[config.mk]
export PLATFORM = sky130hd
export DESIGN_NAME = fault_flag_and_control_pins
export DESIGN_NICKNAME = d
export VERILOG_FILES = /design/src/hw/fault_ctl_pkg.sv /design/src/hw/pin_sync.sv /design/src/hw/fault_latch.sv /design/src/hw/fault_flag_and_control_pins.sv
export SDC_FILE = /design/constraint.sdc
export NUM_CORES = 1
export LEC_CHECK = 0
export ABC_AREA = 1
export BUFFER_PORTS_ARGS = -buffer_cell sky130_fd_sc_hd__buf_2
export CORE_MARGIN = 2
export CORE_UTILIZATION = 45
export CTS_CLUSTER_DIAMETER = 150
export DETAILED_ROUTE_END_ITERATION = 10
export PLACE_DENSITY = 0.73
export SLEW_MARGIN = 10
export SYNTH_ARGS = -nofsm -noshare
export SYNTH_HDL_FRONTEND = slang
export SYNTH_HIERARCHICAL = 1
export SYNTH_SLANG_ARGS = --single-unit
export TNS_END_PERCENT = 100
[constraint.sdc]
create_clock -name i_clock -period 1.44 [get_ports i_clock]
set_input_delay 0.288 -clock i_clock [delete_from_list [all_inputs] [get_ports i_clock]]
set_output_delay 0.288 -clock i_clock [all_outputs]
set_load 0.01 [all_outputs]
[src/hw/fault_ctl_pkg.sv]
package fault_ctl_pkg;
   // Register byte addresses on the bus
   localparam logic [7:0] ADDR_INT_CFG = 8'h00;
   localparam logic [7:0] ADDR_CAL_SEL = 8'h04;
   localparam logic [7:0] ADDR_FAULT = 8'h08;
   localparam logic [7:0] ADDR_CONV = 8'h0C;
   localparam logic [7:0] ADDR_PIN_STAT = 8'h10;
   localparam int ADDR_LSB = 2;
   localparam int ADDR_MSB = 7;
   // Interrupt configuration and fault status bits
   localparam int BIT_CFG_D7 = 7;
   localparam int BIT_I_EN = 6;
   localparam int BIT_T_EN = 5;
   localparam int BIT_I_FLAG = 6;
   localparam int BIT_T_FLAG = 5;
   // Calibration select register fields
   localparam int CAL_LSB = 0;
   localparam int CAL_MSB = 1;
   localparam int BIT_TX_EN = 4;
   localparam int BIT_RX_EN = 5;
   // Pin status register bits
   localparam int ST_SHUTDOWN = 0;
   localparam int ST_SELECT = 1;
   localparam int ST_OVERCURRENT = 2;
   localparam int ST_THERMAL_OFF = 3;
   localparam int ST_AMP_ON = 4;
   // Reset values and calibration select codes
   localparam logic RESET_BIT = 1'b0;
   localparam logic [1:0] CAL_CODE_NONE = 2'h0;
   localparam logic [1:0] CAL_CODE_TX = 2'h1;
   localparam logic [1:0] CAL_CODE_RX = 2'h2;
   localparam logic [1:0] CAL_CODE_GAIN = 2'h3;
   localparam logic [31:0] WORD_ZERO = 32'h0000_0000;

   typedef enum logic [3:0] {
      CAL_NONE = 4'h1,
      CAL_TX = 4'h2,
      CAL_RX = 4'h4,
      CAL_GAIN = 4'h8
   } cal_mode_type;

   typedef enum logic [1:0] {
      THERM_OK = 2'h1,
      THERM_OFF = 2'h2
   } therm_state_type;

   function automatic cal_mode_type cal_decode(input logic [1:0] code);
      cal_mode_type m;
      m = CAL_NONE;
      unique case (code)
         CAL_CODE_NONE: m = CAL_NONE;
         CAL_CODE_TX: m = CAL_TX;
         CAL_CODE_RX: m = CAL_RX;
         CAL_CODE_GAIN: m = CAL_GAIN;
      endcase
      return m;
   endfunction

   function automatic logic [31:0] lane_merge(input logic [31:0] old_w, input logic [31:0] new_w,
                                              input logic [3:0] sel);
      logic [31:0] r;
      r = old_w;
      for (int b = 0; b < 4; b++) begin
         if (sel[b]) begin
            r[b*8 +: 8] = new_w[b*8 +: 8];
         end
      end
      return r;
   endfunction

   function automatic logic word_hit(input logic [7:0] adr, input logic [7:0] base);
      return adr[ADDR_MSB:ADDR_LSB] == base[ADDR_MSB:ADDR_LSB];
   endfunction
endpackage

[src/hw/pin_sync.sv]
`timescale 1ns/1ps
module pin_sync #(
   parameter int WIDTH = 1
) (
   input wire logic i_clock,
   input wire logic i_rst_n,
   input wire logic [WIDTH-1:0] i_pins,
   output logic [WIDTH-1:0] o_levels
);
   logic [WIDTH-1:0] s1_reg;
   logic [WIDTH-1:0] s2_reg;
   logic [WIDTH-1:0] s3_reg;

   always_ff @(posedge i_clock) begin
      if (!i_rst_n) begin
         s1_reg <= '0;
         s2_reg <= '0;
         s3_reg <= '0;
      end else begin
         s1_reg <= i_pins;
         s2_reg <= s1_reg;
         s3_reg <= s2_reg;
      end
   end

   // A change counts once stages two and three agree
   always_ff @(posedge i_clock) begin
      if (!i_rst_n) begin
         o_levels <= '0;
      end else begin
         for (int i = 0; i < WIDTH; i++) begin
            if (s2_reg[i] == s3_reg[i]) begin
               o_levels[i] <= s3_reg[i];
            end
         end
      end
   end
endmodule

[src/hw/fault_latch.sv]
`timescale 1ns/1ps
module fault_latch (
   input wire logic i_clock,
   input wire logic i_rst_n,
   input wire logic i_fault,
   input wire logic i_enable,
   input wire logic i_clear,
   input wire logic i_hold,
   output logic o_flag
);
   // Sticky flag; a new fault beats a clear in the same cycle
   always_ff @(posedge i_clock) begin
      if (!i_rst_n) begin
         o_flag <= fault_ctl_pkg::RESET_BIT;
      end else if (!i_hold) begin
         if (i_fault && i_enable) begin
            o_flag <= 1'b1;
         end else if (i_clear) begin
            o_flag <= 1'b0;
         end
      end
   end
endmodule

[src/hw/fault_flag_and_control_pins.sv]
// Operation
// RULE_01: Select pin steers each access target.
// RULE_02: Low selects converter, high selects command.
// RULE_03: Shutdown low means normal operation.
// RULE_04: Shutdown high stops everything, bus included.
// RULE_05: Registers keep their values through shutdown.
// RULE_06: Enabled overcurrent sets bit 6, interrupts.
// RULE_07: Overcurrent latch sticky until host clears.
// RULE_08: Disabled overcurrent limits only, no latch.
// RULE_09: Amplifier off above trip temperature.
// RULE_10: Enabled thermal fault sets bit 5, interrupts.
// RULE_11: Amplifier back on at resume temperature.
// RULE_12: Thermal latch sticky until host clears.
// RULE_13: Disabled thermal fault limits only, no latch.
// RULE_14: Interrupt is active low; host reads latches.
// RULE_15: Interrupt holds while enabled latch set.
// RULE_16: D7 written zero, D6/D5 enables, reset zero.
// RULE_17: Host writes bits 5-7 after power-on.
// RULE_18: Transmit ready released high when ready.
// RULE_19: Receive ready released high when ready.
// RULE_20: Three calibration modes from calibration register.
// RULE_21: Transmit calibration routes gain stage plus filter.
// RULE_22: Receive calibration routes full receive chain.
// RULE_23: Gain-stage calibration routes gain stage alone.
// RULE_24: Calibration optional, host keeps factors.
//
// Added by the designer: the placing of the registers and the Wishbone slave port.
`timescale 1ns/1ps
module fault_flag_and_control_pins #(
   parameter int CONV_WIDTH = 10
) (
   input wire logic i_clock,
   input wire logic i_rst_n,
   input wire logic i_wb_cyc,
   input wire logic i_wb_stb,
   input wire logic i_wb_we,
   input wire logic [7:0] i_wb_adr,
   input wire logic [31:0] i_wb_dat,
   input wire logic [3:0] i_wb_sel,
   output logic [31:0] o_wb_dat,
   output logic o_wb_ack,
   input wire logic i_register_select,
   input wire logic i_shutdown_pin,
   input wire logic i_overcurrent,
   input wire logic i_temp_above_trip,
   input wire logic i_temp_at_resume,
   input wire logic i_tx_path_ready,
   input wire logic i_rx_path_ready,
   output logic o_int_n,
   output logic o_tx_ready,
   output logic o_tx_ready_oe_n,
   output logic o_rx_ready,
   output logic o_rx_ready_oe_n,
   output logic o_amp_enable,
   output logic o_current_limit,
   output logic o_tx_enable,
   output logic o_rx_enable,
   output logic o_route_tx_cal,
   output logic o_route_rx_cal,
   output logic o_route_gain_cal,
   output logic [CONV_WIDTH-1:0] o_converter_code
);
   localparam int PIN_COUNT = 7;
   localparam int P_SELECT = 0;
   localparam int P_SHUTDOWN = 1;
   localparam int P_OVERCURRENT = 2;
   localparam int P_HOT = 3;
   localparam int P_COOL = 4;
   localparam int P_TX_READY = 5;
   localparam int P_RX_READY = 6;

   logic [PIN_COUNT-1:0] pin_levels;
   logic select_s;
   logic shutdown_s;
   logic overcurrent_s;
   logic hot_s;
   logic cool_s;
   logic tx_ready_s;
   logic rx_ready_s;

   logic cfg_d7_reg;
   logic i_en_reg;
   logic t_en_reg;
   logic [1:0] cal_code_reg;
   logic tx_en_reg;
   logic rx_en_reg;
   logic [CONV_WIDTH-1:0] conv_reg;
   logic i_flag;
   logic t_flag;
   fault_ctl_pkg::therm_state_type therm_reg;
   fault_ctl_pkg::therm_state_type therm_next;
   fault_ctl_pkg::cal_mode_type cal_mode;

   logic req;
   logic wr_cmd;
   logic wr_conv;
   logic clear_i;
   logic clear_t;
   logic [31:0] cfg_word;
   logic [31:0] cal_word;
   logic [31:0] fault_word;
   logic [31:0] conv_word;
   logic [31:0] stat_word;
   logic [31:0] cfg_wr;
   logic [31:0] cal_wr;
   logic [31:0] conv_wr;
   logic [31:0] rd_next;

   pin_sync #(
      .WIDTH(PIN_COUNT)
   ) u_pin_sync (
      .i_clock(i_clock),
      .i_rst_n(i_rst_n),
      .i_pins({i_rx_path_ready, i_tx_path_ready, i_temp_at_resume, i_temp_above_trip,
               i_overcurrent, i_shutdown_pin, i_register_select}),
      .o_levels(pin_levels)
   );

   assign select_s = pin_levels[P_SELECT];
   assign shutdown_s = pin_levels[P_SHUTDOWN];
   assign overcurrent_s = pin_levels[P_OVERCURRENT];
   assign hot_s = pin_levels[P_HOT];
   assign cool_s = pin_levels[P_COOL];
   assign tx_ready_s = pin_levels[P_TX_READY];
   assign rx_ready_s = pin_levels[P_RX_READY];

   // Bus request decode; in shutdown accesses are still acknowledged but no register is written or read
   assign req = i_wb_cyc && i_wb_stb && !o_wb_ack;
   assign wr_cmd = req && i_wb_we && !shutdown_s && select_s; // RULE_01 RULE_02 RULE_04
   assign wr_conv = req && i_wb_we && !shutdown_s && !select_s; // RULE_01 RULE_02 RULE_04

   // Current register images as bus words
   always_comb begin
      cfg_word = fault_ctl_pkg::WORD_ZERO;
      cfg_word[fault_ctl_pkg::BIT_CFG_D7] = cfg_d7_reg;
      cfg_word[fault_ctl_pkg::BIT_I_EN] = i_en_reg;
      cfg_word[fault_ctl_pkg::BIT_T_EN] = t_en_reg;
      cal_word = fault_ctl_pkg::WORD_ZERO;
      cal_word[fault_ctl_pkg::CAL_MSB:fault_ctl_pkg::CAL_LSB] = cal_code_reg;
      cal_word[fault_ctl_pkg::BIT_TX_EN] = tx_en_reg;
      cal_word[fault_ctl_pkg::BIT_RX_EN] = rx_en_reg;
      fault_word = fault_ctl_pkg::WORD_ZERO;
      fault_word[fault_ctl_pkg::BIT_I_FLAG] = i_flag;
      fault_word[fault_ctl_pkg::BIT_T_FLAG] = t_flag;
      conv_word = fault_ctl_pkg::WORD_ZERO;
      conv_word[CONV_WIDTH-1:0] = conv_reg;
      stat_word = fault_ctl_pkg::WORD_ZERO;
      stat_word[fault_ctl_pkg::ST_SHUTDOWN] = shutdown_s;
      stat_word[fault_ctl_pkg::ST_SELECT] = select_s;
      stat_word[fault_ctl_pkg::ST_OVERCURRENT] = overcurrent_s;
      stat_word[fault_ctl_pkg::ST_THERMAL_OFF] = (therm_reg == fault_ctl_pkg::THERM_OFF);
      stat_word[fault_ctl_pkg::ST_AMP_ON] = o_amp_enable;
   end

   assign cfg_wr = fault_ctl_pkg::lane_merge(cfg_word, i_wb_dat, i_wb_sel);
   assign cal_wr = fault_ctl_pkg::lane_merge(cal_word, i_wb_dat, i_wb_sel);
   assign conv_wr = fault_ctl_pkg::lane_merge(conv_word, i_wb_dat, i_wb_sel);

   // Interrupt configuration register
   always_ff @(posedge i_clock) begin
      if (!i_rst_n) begin
         cfg_d7_reg <= fault_ctl_pkg::RESET_BIT; // RULE_16
         i_en_reg <= fault_ctl_pkg::RESET_BIT; // RULE_16
         t_en_reg <= fault_ctl_pkg::RESET_BIT; // RULE_16
      end else if (wr_cmd && fault_ctl_pkg::word_hit(i_wb_adr, fault_ctl_pkg::ADDR_INT_CFG)) begin
         cfg_d7_reg <= cfg_wr[fault_ctl_pkg::BIT_CFG_D7];
         i_en_reg <= cfg_wr[fault_ctl_pkg::BIT_I_EN]; // RULE_16
         t_en_reg <= cfg_wr[fault_ctl_pkg::BIT_T_EN]; // RULE_16
      end
   end

   // Calibration select and path enables
   always_ff @(posedge i_clock) begin
      if (!i_rst_n) begin
         cal_code_reg <= fault_ctl_pkg::CAL_CODE_NONE;
         tx_en_reg <= fault_ctl_pkg::RESET_BIT;
         rx_en_reg <= fault_ctl_pkg::RESET_BIT;
      end else if (wr_cmd && fault_ctl_pkg::word_hit(i_wb_adr, fault_ctl_pkg::ADDR_CAL_SEL)) begin
         cal_code_reg <= cal_wr[fault_ctl_pkg::CAL_MSB:fault_ctl_pkg::CAL_LSB]; // RULE_20
         tx_en_reg <= cal_wr[fault_ctl_pkg::BIT_TX_EN];
         rx_en_reg <= cal_wr[fault_ctl_pkg::BIT_RX_EN];
      end
   end

   // Converter register, write-only target when select is low
   always_ff @(posedge i_clock) begin
      if (!i_rst_n) begin
         conv_reg <= '0;
      end else if (wr_conv && fault_ctl_pkg::word_hit(i_wb_adr, fault_ctl_pkg::ADDR_CONV)) begin
         conv_reg <= conv_wr[CONV_WIDTH-1:0]; // RULE_01
      end
   end

   // Write one to a flag bit clears it
   assign clear_i = wr_cmd && fault_ctl_pkg::word_hit(i_wb_adr, fault_ctl_pkg::ADDR_FAULT)
                    && i_wb_sel[0] && i_wb_dat[fault_ctl_pkg::BIT_I_FLAG];
   assign clear_t = wr_cmd && fault_ctl_pkg::word_hit(i_wb_adr, fault_ctl_pkg::ADDR_FAULT)
                    && i_wb_sel[0] && i_wb_dat[fault_ctl_pkg::BIT_T_FLAG];

   fault_latch u_current_latch (
      .i_clock(i_clock),
      .i_rst_n(i_rst_n),
      .i_fault(overcurrent_s), // RULE_06 RULE_07 RULE_08
      .i_enable(i_en_reg),
      .i_clear(clear_i),
      .i_hold(shutdown_s), // RULE_05
      .o_flag(i_flag)
   );

   fault_latch u_thermal_latch (
      .i_clock(i_clock),
      .i_rst_n(i_rst_n),
      .i_fault(therm_reg == fault_ctl_pkg::THERM_OFF), // RULE_10 RULE_12 RULE_13
      .i_enable(t_en_reg),
      .i_clear(clear_t),
      .i_hold(shutdown_s), // RULE_05
      .o_flag(t_flag)
   );

   // Thermal protection with hysteresis
   always_comb begin
      therm_next = therm_reg;
      unique case (therm_reg)
         fault_ctl_pkg::THERM_OK: begin
            if (hot_s) begin
               therm_next = fault_ctl_pkg::THERM_OFF; // RULE_09
            end
         end
         fault_ctl_pkg::THERM_OFF: begin
            if (cool_s && !hot_s) begin
               therm_next = fault_ctl_pkg::THERM_OK; // RULE_11
            end
         end
         default: therm_next = fault_ctl_pkg::THERM_OFF;
      endcase
   end

   always_ff @(posedge i_clock) begin
      if (!i_rst_n) begin
         therm_reg <= fault_ctl_pkg::THERM_OK;
      end else begin
         therm_reg <= therm_next;
      end
   end

   // Bus answer and read data
   always_comb begin
      rd_next = fault_ctl_pkg::WORD_ZERO;
      if (req && !i_wb_we && !shutdown_s && select_s) begin // RULE_01 RULE_04
         if (fault_ctl_pkg::word_hit(i_wb_adr, fault_ctl_pkg::ADDR_INT_CFG)) begin
            rd_next = cfg_word;
         end else if (fault_ctl_pkg::word_hit(i_wb_adr, fault_ctl_pkg::ADDR_CAL_SEL)) begin
            rd_next = cal_word;
         end else if (fault_ctl_pkg::word_hit(i_wb_adr, fault_ctl_pkg::ADDR_FAULT)) begin
            rd_next = fault_word; // RULE_14
         end else if (fault_ctl_pkg::word_hit(i_wb_adr, fault_ctl_pkg::ADDR_PIN_STAT)) begin
            rd_next = stat_word;
         end
      end
   end

   always_ff @(posedge i_clock) begin
      if (!i_rst_n) begin
         o_wb_ack <= 1'b0;
         o_wb_dat <= fault_ctl_pkg::WORD_ZERO;
      end else begin
         o_wb_ack <= req;
         o_wb_dat <= rd_next;
      end
   end

   // Interrupt output, low while an enabled latch is set
   always_ff @(posedge i_clock) begin
      if (!i_rst_n) begin
         o_int_n <= 1'b1;
      end else begin
         o_int_n <= !((i_flag && i_en_reg) || (t_flag && t_en_reg)); // RULE_14 RULE_15
      end
   end

   // Amplifier, limit and path enables
   always_ff @(posedge i_clock) begin
      if (!i_rst_n) begin
         o_amp_enable <= 1'b0;
         o_current_limit <= 1'b0;
         o_tx_enable <= 1'b0;
         o_rx_enable <= 1'b0;
      end else begin
         o_amp_enable <= (therm_reg == fault_ctl_pkg::THERM_OK) && !shutdown_s; // RULE_03 RULE_09 RULE_11
         o_current_limit <= overcurrent_s; // RULE_08
         o_tx_enable <= tx_en_reg && !shutdown_s; // RULE_03 RULE_04
         o_rx_enable <= rx_en_reg && !shutdown_s; // RULE_03 RULE_04
      end
   end

   // Open-drain readiness pins; enable low pulls the pin low
   always_ff @(posedge i_clock) begin
      if (!i_rst_n) begin
         o_tx_ready <= 1'b0;
         o_rx_ready <= 1'b0;
         o_tx_ready_oe_n <= 1'b0;
         o_rx_ready_oe_n <= 1'b0;
      end else begin
         o_tx_ready <= 1'b0;
         o_rx_ready <= 1'b0;
         o_tx_ready_oe_n <= tx_en_reg && tx_ready_s && !shutdown_s; // RULE_18
         o_rx_ready_oe_n <= rx_en_reg && rx_ready_s && !shutdown_s; // RULE_19
      end
   end

   // Calibration signal routing
   assign cal_mode = fault_ctl_pkg::cal_decode(cal_code_reg);

   always_ff @(posedge i_clock) begin
      if (!i_rst_n) begin
         o_route_tx_cal <= 1'b0;
         o_route_rx_cal <= 1'b0;
         o_route_gain_cal <= 1'b0;
      end else begin
         o_route_tx_cal <= (cal_mode == fault_ctl_pkg::CAL_TX) && !shutdown_s; // RULE_21
         o_route_rx_cal <= (cal_mode == fault_ctl_pkg::CAL_RX) && !shutdown_s; // RULE_22
         o_route_gain_cal <= (cal_mode == fault_ctl_pkg::CAL_GAIN) && !shutdown_s; // RULE_23
      end
   end

   assign o_converter_code = conv_reg;

   property p_conv_guard;
      @(posedge i_clock) disable iff (!i_rst_n)
      (req && i_wb_we && select_s) |=> $stable(conv_reg);
   endproperty
   a_conv_guard: assert property (p_conv_guard) // RULE_01
      else $error("converter written while command target selected");

   property p_cmd_guard;
      @(posedge i_clock) disable iff (!i_rst_n)
      (req && i_wb_we && !select_s) |=> ($stable(i_en_reg) && $stable(t_en_reg) && $stable(cal_code_reg));
   endproperty
   a_cmd_guard: assert property (p_cmd_guard) // RULE_02
      else $error("command register written while converter selected");

   property p_retain;
      @(posedge i_clock) disable iff (!i_rst_n)
      shutdown_s |=> ($stable(i_en_reg) && $stable(conv_reg) && $stable(i_flag) && $stable(t_flag));
   endproperty
   a_retain: assert property (p_retain) // RULE_05
      else $error("register changed during shutdown");

   property p_oc_set;
      @(posedge i_clock) disable iff (!i_rst_n)
      (overcurrent_s && i_en_reg && !shutdown_s) |=> i_flag ##1 (!o_int_n || !$past(i_en_reg));
   endproperty
   a_oc_set: assert property (p_oc_set) // RULE_06
      else $error("overcurrent did not latch and interrupt");

   property p_oc_sticky;
      @(posedge i_clock) disable iff (!i_rst_n)
      (i_flag && !clear_i) |=> i_flag;
   endproperty
   a_oc_sticky: assert property (p_oc_sticky) // RULE_07
      else $error("overcurrent latch fell without clear");

   property p_oc_masked;
      @(posedge i_clock) disable iff (!i_rst_n)
      (!i_en_reg && !clear_i) |=> $stable(i_flag);
   endproperty
   a_oc_masked: assert property (p_oc_masked) // RULE_08
      else $error("masked overcurrent changed the latch");

   property p_hot_off;
      @(posedge i_clock) disable iff (!i_rst_n)
      hot_s |=> ##1 !o_amp_enable;
   endproperty
   a_hot_off: assert property (p_hot_off) // RULE_09
      else $error("amplifier on while over temperature");

   property p_int_level;
      @(posedge i_clock) disable iff (!i_rst_n)
      ((i_flag && i_en_reg) || (t_flag && t_en_reg)) |=> !o_int_n;
   endproperty
   a_int_level: assert property (p_int_level) // RULE_15
      else $error("interrupt not low with enabled latch set");

   property p_tx_pull;
      @(posedge i_clock) disable iff (!i_rst_n)
      !(tx_en_reg && tx_ready_s) |=> !o_tx_ready_oe_n;
   endproperty
   a_tx_pull: assert property (p_tx_pull) // RULE_18
      else $error("transmit ready released while not ready");

   property p_route_one;
      @(posedge i_clock) disable iff (!i_rst_n)
      $onehot0({o_route_tx_cal, o_route_rx_cal, o_route_gain_cal});
   endproperty
   a_route_one: assert property (p_route_one) // RULE_20
      else $error("more than one calibration route active");
endmodule

==> metrics.txt, run 1 <==
status complete, no violations; number of max-cap violations 0; initial antenna violation count 0; WP data arrival ~1500 ps; clock sink count around 70; Sw Pwr 0.8732 mW; First-pass DRT Iterations 4; ANT nets after route 0; fin nets 474; most common cell after layout, fill and taps aside dfxtp_1; FP Rows 28; CP Cell Sequence inv_1 > nand2_1 > nor2_2 > nand3_4 > nand2_1 > nand2_1 > nor2_1; I/O Buffers slightly below 60; CP max stage delay around 310 ps; crit start category flip-flop; RSZ-0062 raised after global routing no; Avg Cell Area, Syn around 7.7 µm²; CP top delay family simple AND/OR/NAND/NOR gates; largest net degree at the start of global routing 52; Crit. Startpoint u_pin_sync/o_levels[1]; skew final roughly 9.3 ps; Clk network pwr share 0.419; YS warnings 6; cts hold-fix bufs 0; Fin. Hold Viols 0; Unique masters post-synth 23; Mapped Area roughly 2700 µm²; number of synthesized register bits 68; Peak VDD IR 0.0005372 V; gp weighted congestion 0.8617; WL/cell ~9.5 µm; first-pass GRT wire length 7369 µm; Die W 81.46 µm; grt total ovfl 0; CTS max path bufs 2; CTS clock-pin slew for the worst setup and hold paths approximately 70 ps; Tot Pwr approximately 3.7 mW; Synth Instances roughly 350; # DRC 0; wire length on met1 ~2100 µm; vias ~2100; filler instances approximately 550; Critical Path End Type flip-flop; DP HPWL 3407 µm; Overall Global Routing Usage 0.1481; Crit Path Category reg2reg; register area share after synthesis 0.5042; flop2flop setup slack around 170 ps; final setup vio count 0; metal3 WL ~310 µm; Syn-to-layout area delta 17.10%; drt initial violations between 80 and 90; Slowest cell on crit path dfxtp_1; H-tree Lvls 3; FF-to-FF path depth 7; worst path required time between 1500 and 2000 ps; IO Count around 110; setup TNS 0 ps; top sig layer met4; Die H between 80 and 90 µm; cts repair resizes 0; Lkg Pwr ~1.7 nW; most frequent cells in the layout 68 x dfxtp_1, 65 x nand2_1, 61 x nor2_1; Worst Setup EP o_converter_code[7]; Min-Delay Path Class in2reg; postcts setup bufs 0; crit path time final between 1000 and 1500 ps; Skew-Pair Late Insertion Delay about 340 ps; Gate power share 0.053; Max Fclk 784.6 MHz; r2r endpoint o_converter_code[7]; vias in the first global route ~1700; period utilization 0.8851; Worst R2R Start u_pin_sync/o_levels[1]; WL met2 2264 µm; CTS tree yes; CP Buf/Inv Count 1; Top cell by count, worst path nand2_1; max-slew violation count 0; Pwr Density ~1200 nW/µm²; TritonCTS Buffers 9; max reg flops 10; antenna cells 0; Placeable Area between 5000 and 6000 µm²; share of cells above drive strength 1 0.2246; Via density about 4.3; DRT Wirelength 4721 µm; Root Buffer clkbuf_8; Seq pwr share 0.528; Worst Path Max Fanout 16; die area 6636 µm²; Initial Util 0.4615; worst hold slack between 100 and 150 ps; switching share of power 0.2385; P_int between 2 and 3 mW; WP depth 7
==> synth_stat cells <==
master,n,area share
buf_4,27,0.075
nand4_1,2,0.0046
nor3_1,3,0.0056
a21oi_1,7,0.013
nand2_1,65,0.090
nor2_4,3,0.013
dfxtp_1,68,0.50
nand3_1,23,0.043
nor2_1,62,0.086
inv_1,60,0.083
nand2_2,4,0.0093
buf_8,1,0.0056
nor3_2,1,0.0037
a21oi_2,2,0.0065
nor2_2,2,0.0046
buf_6,3,0.013
nand3_4,1,0.0065
conb_1,1,0.0014
a22o_1,1,0.0032
nor3b_1,3,0.0083
o21ai_0,9,0.017
inv_2,2,0.0028
clkbuf_1,1,0.0014
==> cells by family after synthesis <==
group | share of synthesized area
and+or+nand+nor | 0.2743
buffers and inverters | 0.1807
DFF | 0.5042
other | 0.001389
AOI/OAI and AO/OA | 0.03939
==> how the worst min path moves through the flow <==
| stage | startpoint | end | slack, ps | cells past startpoint |
|---|---|---|---|---|
| floorplan | i_register_select | u_pin_sync/s1_reg[0] | 390 | 2 |
| global placement | u_pin_sync/s1_reg[4] | u_pin_sync/s2_reg[4] | 390 | 2 |
| detailed placement | u_pin_sync/s1_reg[1] | u_pin_sync/s2_reg[1] | 400 | 2 |
| CTS | i_tx_path_ready | u_pin_sync/s1_reg[5] | 110 | 3 |
| global route | i_register_select | u_pin_sync/s1_reg[0] | 120 | 3 |
| finish | i_tx_path_ready | u_pin_sync/s1_reg[5] | 120 | 3 |
==> worst min-delay path, stage by stage <==
cell	delay (ps)
buf_2	70
nand2_1	40
inv_1	40
==> through the flow <==
stage | worst slack, ps | cell area [µm²] | util | instances
final | 165.5 | 3162 | 0.5404 | 498
after global routing | 6.811 | 3162 | 0.5404 | 498
after global placement | 94.95 | 2960 | 0.5060 | 482
after detailed placement | 86.94 | 2960 | 0.5060 | 482
after CTS | 89.63 | 3159 | 0.5400 | 498
after floorplan | 199.3 | 2794 | - | 376
==> per-layer routing <==
metal	global-route usage	up-vias
li1	-	1139
met1	0.1677	907
met2	0.2492	69
met3	0.04725	10
met4	0.07627	0
met5	0	-
==> layout make-up <==
type / count / area (µm²) / share of cell area
multi-input combinational: 214 / 947.2 / 0.2996
tap: 75 / 93.84 / 0.02968
timing repair buffer: 63 / 327.8 / 0.1037
clock inverter: 7 / 75.07 / 0.02374
sequential: 68 / 1361 / 0.4306
inverter: 62 / 232.7 / 0.07361
clock buffer: 9 / 123.9 / 0.03918
==> power by group through the flow <==
| stage | Combinational, mW | Clock, mW | Sequential [mW] |
|---|---|---|---|
| floorplan | 0.179 | 0 | 1.98 |
| global placement | 0.192 | 0 | 1.97 |
| detailed placement | 0.196 | 0 | 1.98 |
| CTS | 0.196 | 1.57 | 1.93 |
| global route | 0.223 | 1.65 | 1.93 |
| finish | 0.195 | 1.53 | 1.93 |
(Power assumes the default switching activity.)
==> run 2: changes to the inputs <==
--- a/config.mk
+++ b/config.mk
@@ -7,11 +7,13 @@
 export LEC_CHECK = 0
 export ABC_AREA = 1
 export BUFFER_PORTS_ARGS = -buffer_cell sky130_fd_sc_hd__buf_2
+export CELL_PAD_IN_SITES_DETAIL_PLACEMENT = 0
+export CELL_PAD_IN_SITES_GLOBAL_PLACEMENT = 1
 export CORE_MARGIN = 2
-export CORE_UTILIZATION = 45
+export CORE_UTILIZATION = 33
 export CTS_CLUSTER_DIAMETER = 150
 export DETAILED_ROUTE_END_ITERATION = 10
-export PLACE_DENSITY = 0.73
+export PLACE_DENSITY = 0.76
 export SLEW_MARGIN = 10
 export SYNTH_ARGS = -nofsm -noshare
 export SYNTH_HDL_FRONTEND = slang
==> run 2 against run 1 <==
Effect of this change:
- worst hold slack lost 3.4 ps
- worst setup slack worse by 0.68 ps
- sequential power about the same
- cell area increased by 2.1%
- non-clock buffer count stayed put
- clock skew is 0.88 ps lower
- global-route usage down 3.0 points
- sequential share of layout area fell by 0.85 points
- clock power up 18%
- sequential cell count stayed put
- highest routed layer unchanged
==> metrics.txt, run 2 (synthesis results as in run 1) <==
Peak VDD IR roughly 0.00042 V; Setup WS post-layout 164.8 ps; postcts setup bufs 0; # DRC 0; max reg flops 10; filler instances 853; Placeable Area 7807 µm²; I/O Buffers between 50 and 60; Lkg Pwr between 1.5 and 2 nW; initial antenna violation count 0; period utilization 0.8856; worst path required time between 1500 and 2000 ps; CTS clock-pin slew for the worst setup and hold paths approximately 80 ps; Pwr Density approximately 1200 nW/µm²; grt total ovfl 0; Overall Global Routing Usage 0.1176; vias in the first global route roughly 1800; RSZ-0062 raised after global routing no; Root Buffer clkbuf_8; CTS tree yes; First-pass DRT Iterations 4; setup TNS 0 ps; Max Fclk a little under 800 MHz; cts repair resizes 0; vias 2100; drt initial violations 100; crit start category flip-flop; number of max-cap violations 0; antenna cells 0; ANT nets after route 0; max-slew violation count 0; busiest grt layer met2; final setup vio count 0; die area slightly below 9000 µm²; GRT met2 Usage 0.1798; worst slew pin tran between 500 and 600 ps; grt met1 use 0.1490; Crit Path Category reg2reg; M3 GR Usage 0.03113; worst hold slack approximately 120 ps; worst slack, placed ~80 ps; fin nets 474; CTS max path bufs 2; Skew-Pair Late Insertion Delay between 300 and 400 ps; Slowest cell on crit path dfxtp_1; most common cell after layout, fill and taps aside dfxtp_1; Worst Path Max Fanout 4; Die H between 90 and 100 µm; H-tree Lvls 3; WP data arrival around 1600 ps; Initial Util 0.3458; FP Rows 32; Critical Path End Type flip-flop; TritonCTS Buffers 9; gp weighted congestion between 0.8 and 0.9; Min-Delay Path Class in2reg; share of cells above drive strength 1 0.2246; skew final approximately 8.5 ps; slew margin rel. 0.6654; clock sink count 68; DP HPWL 3596 µm; first-pass GRT wire length roughly 8000 µm; DRT Wirelength between 4000 and 5000 µm; CP Cell Sequence inv_1 > nand2_1 > nor2_2 > nand2_1 > nor2_1 > nor2_1 > nor2_1; Syn-to-layout area delta 19.56%; cts hold-fix bufs 0; largest net degree at the start of global routing 52; Die W about 94 µm; Top cell by count, worst path nor2_1; crit path time final around 1300 ps; Fin. Hold Viols 0; CP max stage delay between 300 and 400 ps; most frequent cells in the layout 67 x dfxtp_1, 65 x nand2_1, 62 x nor2_1; IO Count ~110; Via density 4.000; WL/cell between 9 and 10 µm; status complete, no violations
[run 2: path summary, 6_finish.rpt]
kind                               start              endpoint  slack, ps  cells past startpoint
hold / removal           i_rx_path_ready  u_pin_sync/s1_reg[6]        120                      3
setup reg to reg  u_pin_sync/o_levels[1]       cal_code_reg[1]        160                      7
setup / recovery  u_pin_sync/o_levels[1]       cal_code_reg[1]        160                      7
hold reg to reg     u_pin_sync/s1_reg[4]  u_pin_sync/s2_reg[4]        410                      2
[run 2: critical path, delay by kind of cell, from the launching register on]
family / cells / cell delay [ps]
buf+inv: 1 / 80
flops: 1 / 320
simple gates: 6 / 820
[run 2: area by class of cell]
class | count | area (µm²) | share of cell area
Clock inverter | 6 | 95.09 | 0.02946
Clock buffer | 10 | 137.6 | 0.04264
Sequential cell | 68 | 1363 | 0.4221
Multi-Input combinational cell | 214 | 944.7 | 0.2926
Inverter | 62 | 232.7 | 0.07209
Timing Repair Buffer | 63 | 327.8 | 0.1016
Tap cell | 102 | 127.6 | 0.03953
[run 2: per-layer routing]
| metal | part of all wire | wire length [µm] | vias to the layer above |
|---|---|---|---|
| met2 | 0.43 | 2095 | 60 |
| met3 | 0.063 | 310 | 10 |
| met4 | 0.026 | 127 | 0 |
| li1 | - | - | 1128 |
| met1 | 0.48 | 2366 | 902 |
| met5 | 0 | 0 | - |
[run 2: through the flow]
stage / total power [mW] / utilization / instances / area, µm²
floorplan: 2.154 / - / 376 / 2794
global placement: 2.170 / 0.3835 / 509 / 2994
detailed placement: 2.173 / 0.3835 / 509 / 2994
CTS: 3.975 / 0.4133 / 525 / 3227
global route: 4.087 / 0.4135 / 525 / 3228
finish: 3.929 / 0.4135 / 525 / 3228
[run 2: power breakdown]
part | internal (mW) | switching [mW] | total, mW
sequential | 1.91 | 0.0158 | 1.93
clock | 1.04 | 0.762 | 1.80
combinational | 0.0658 | 0.130 | 0.196
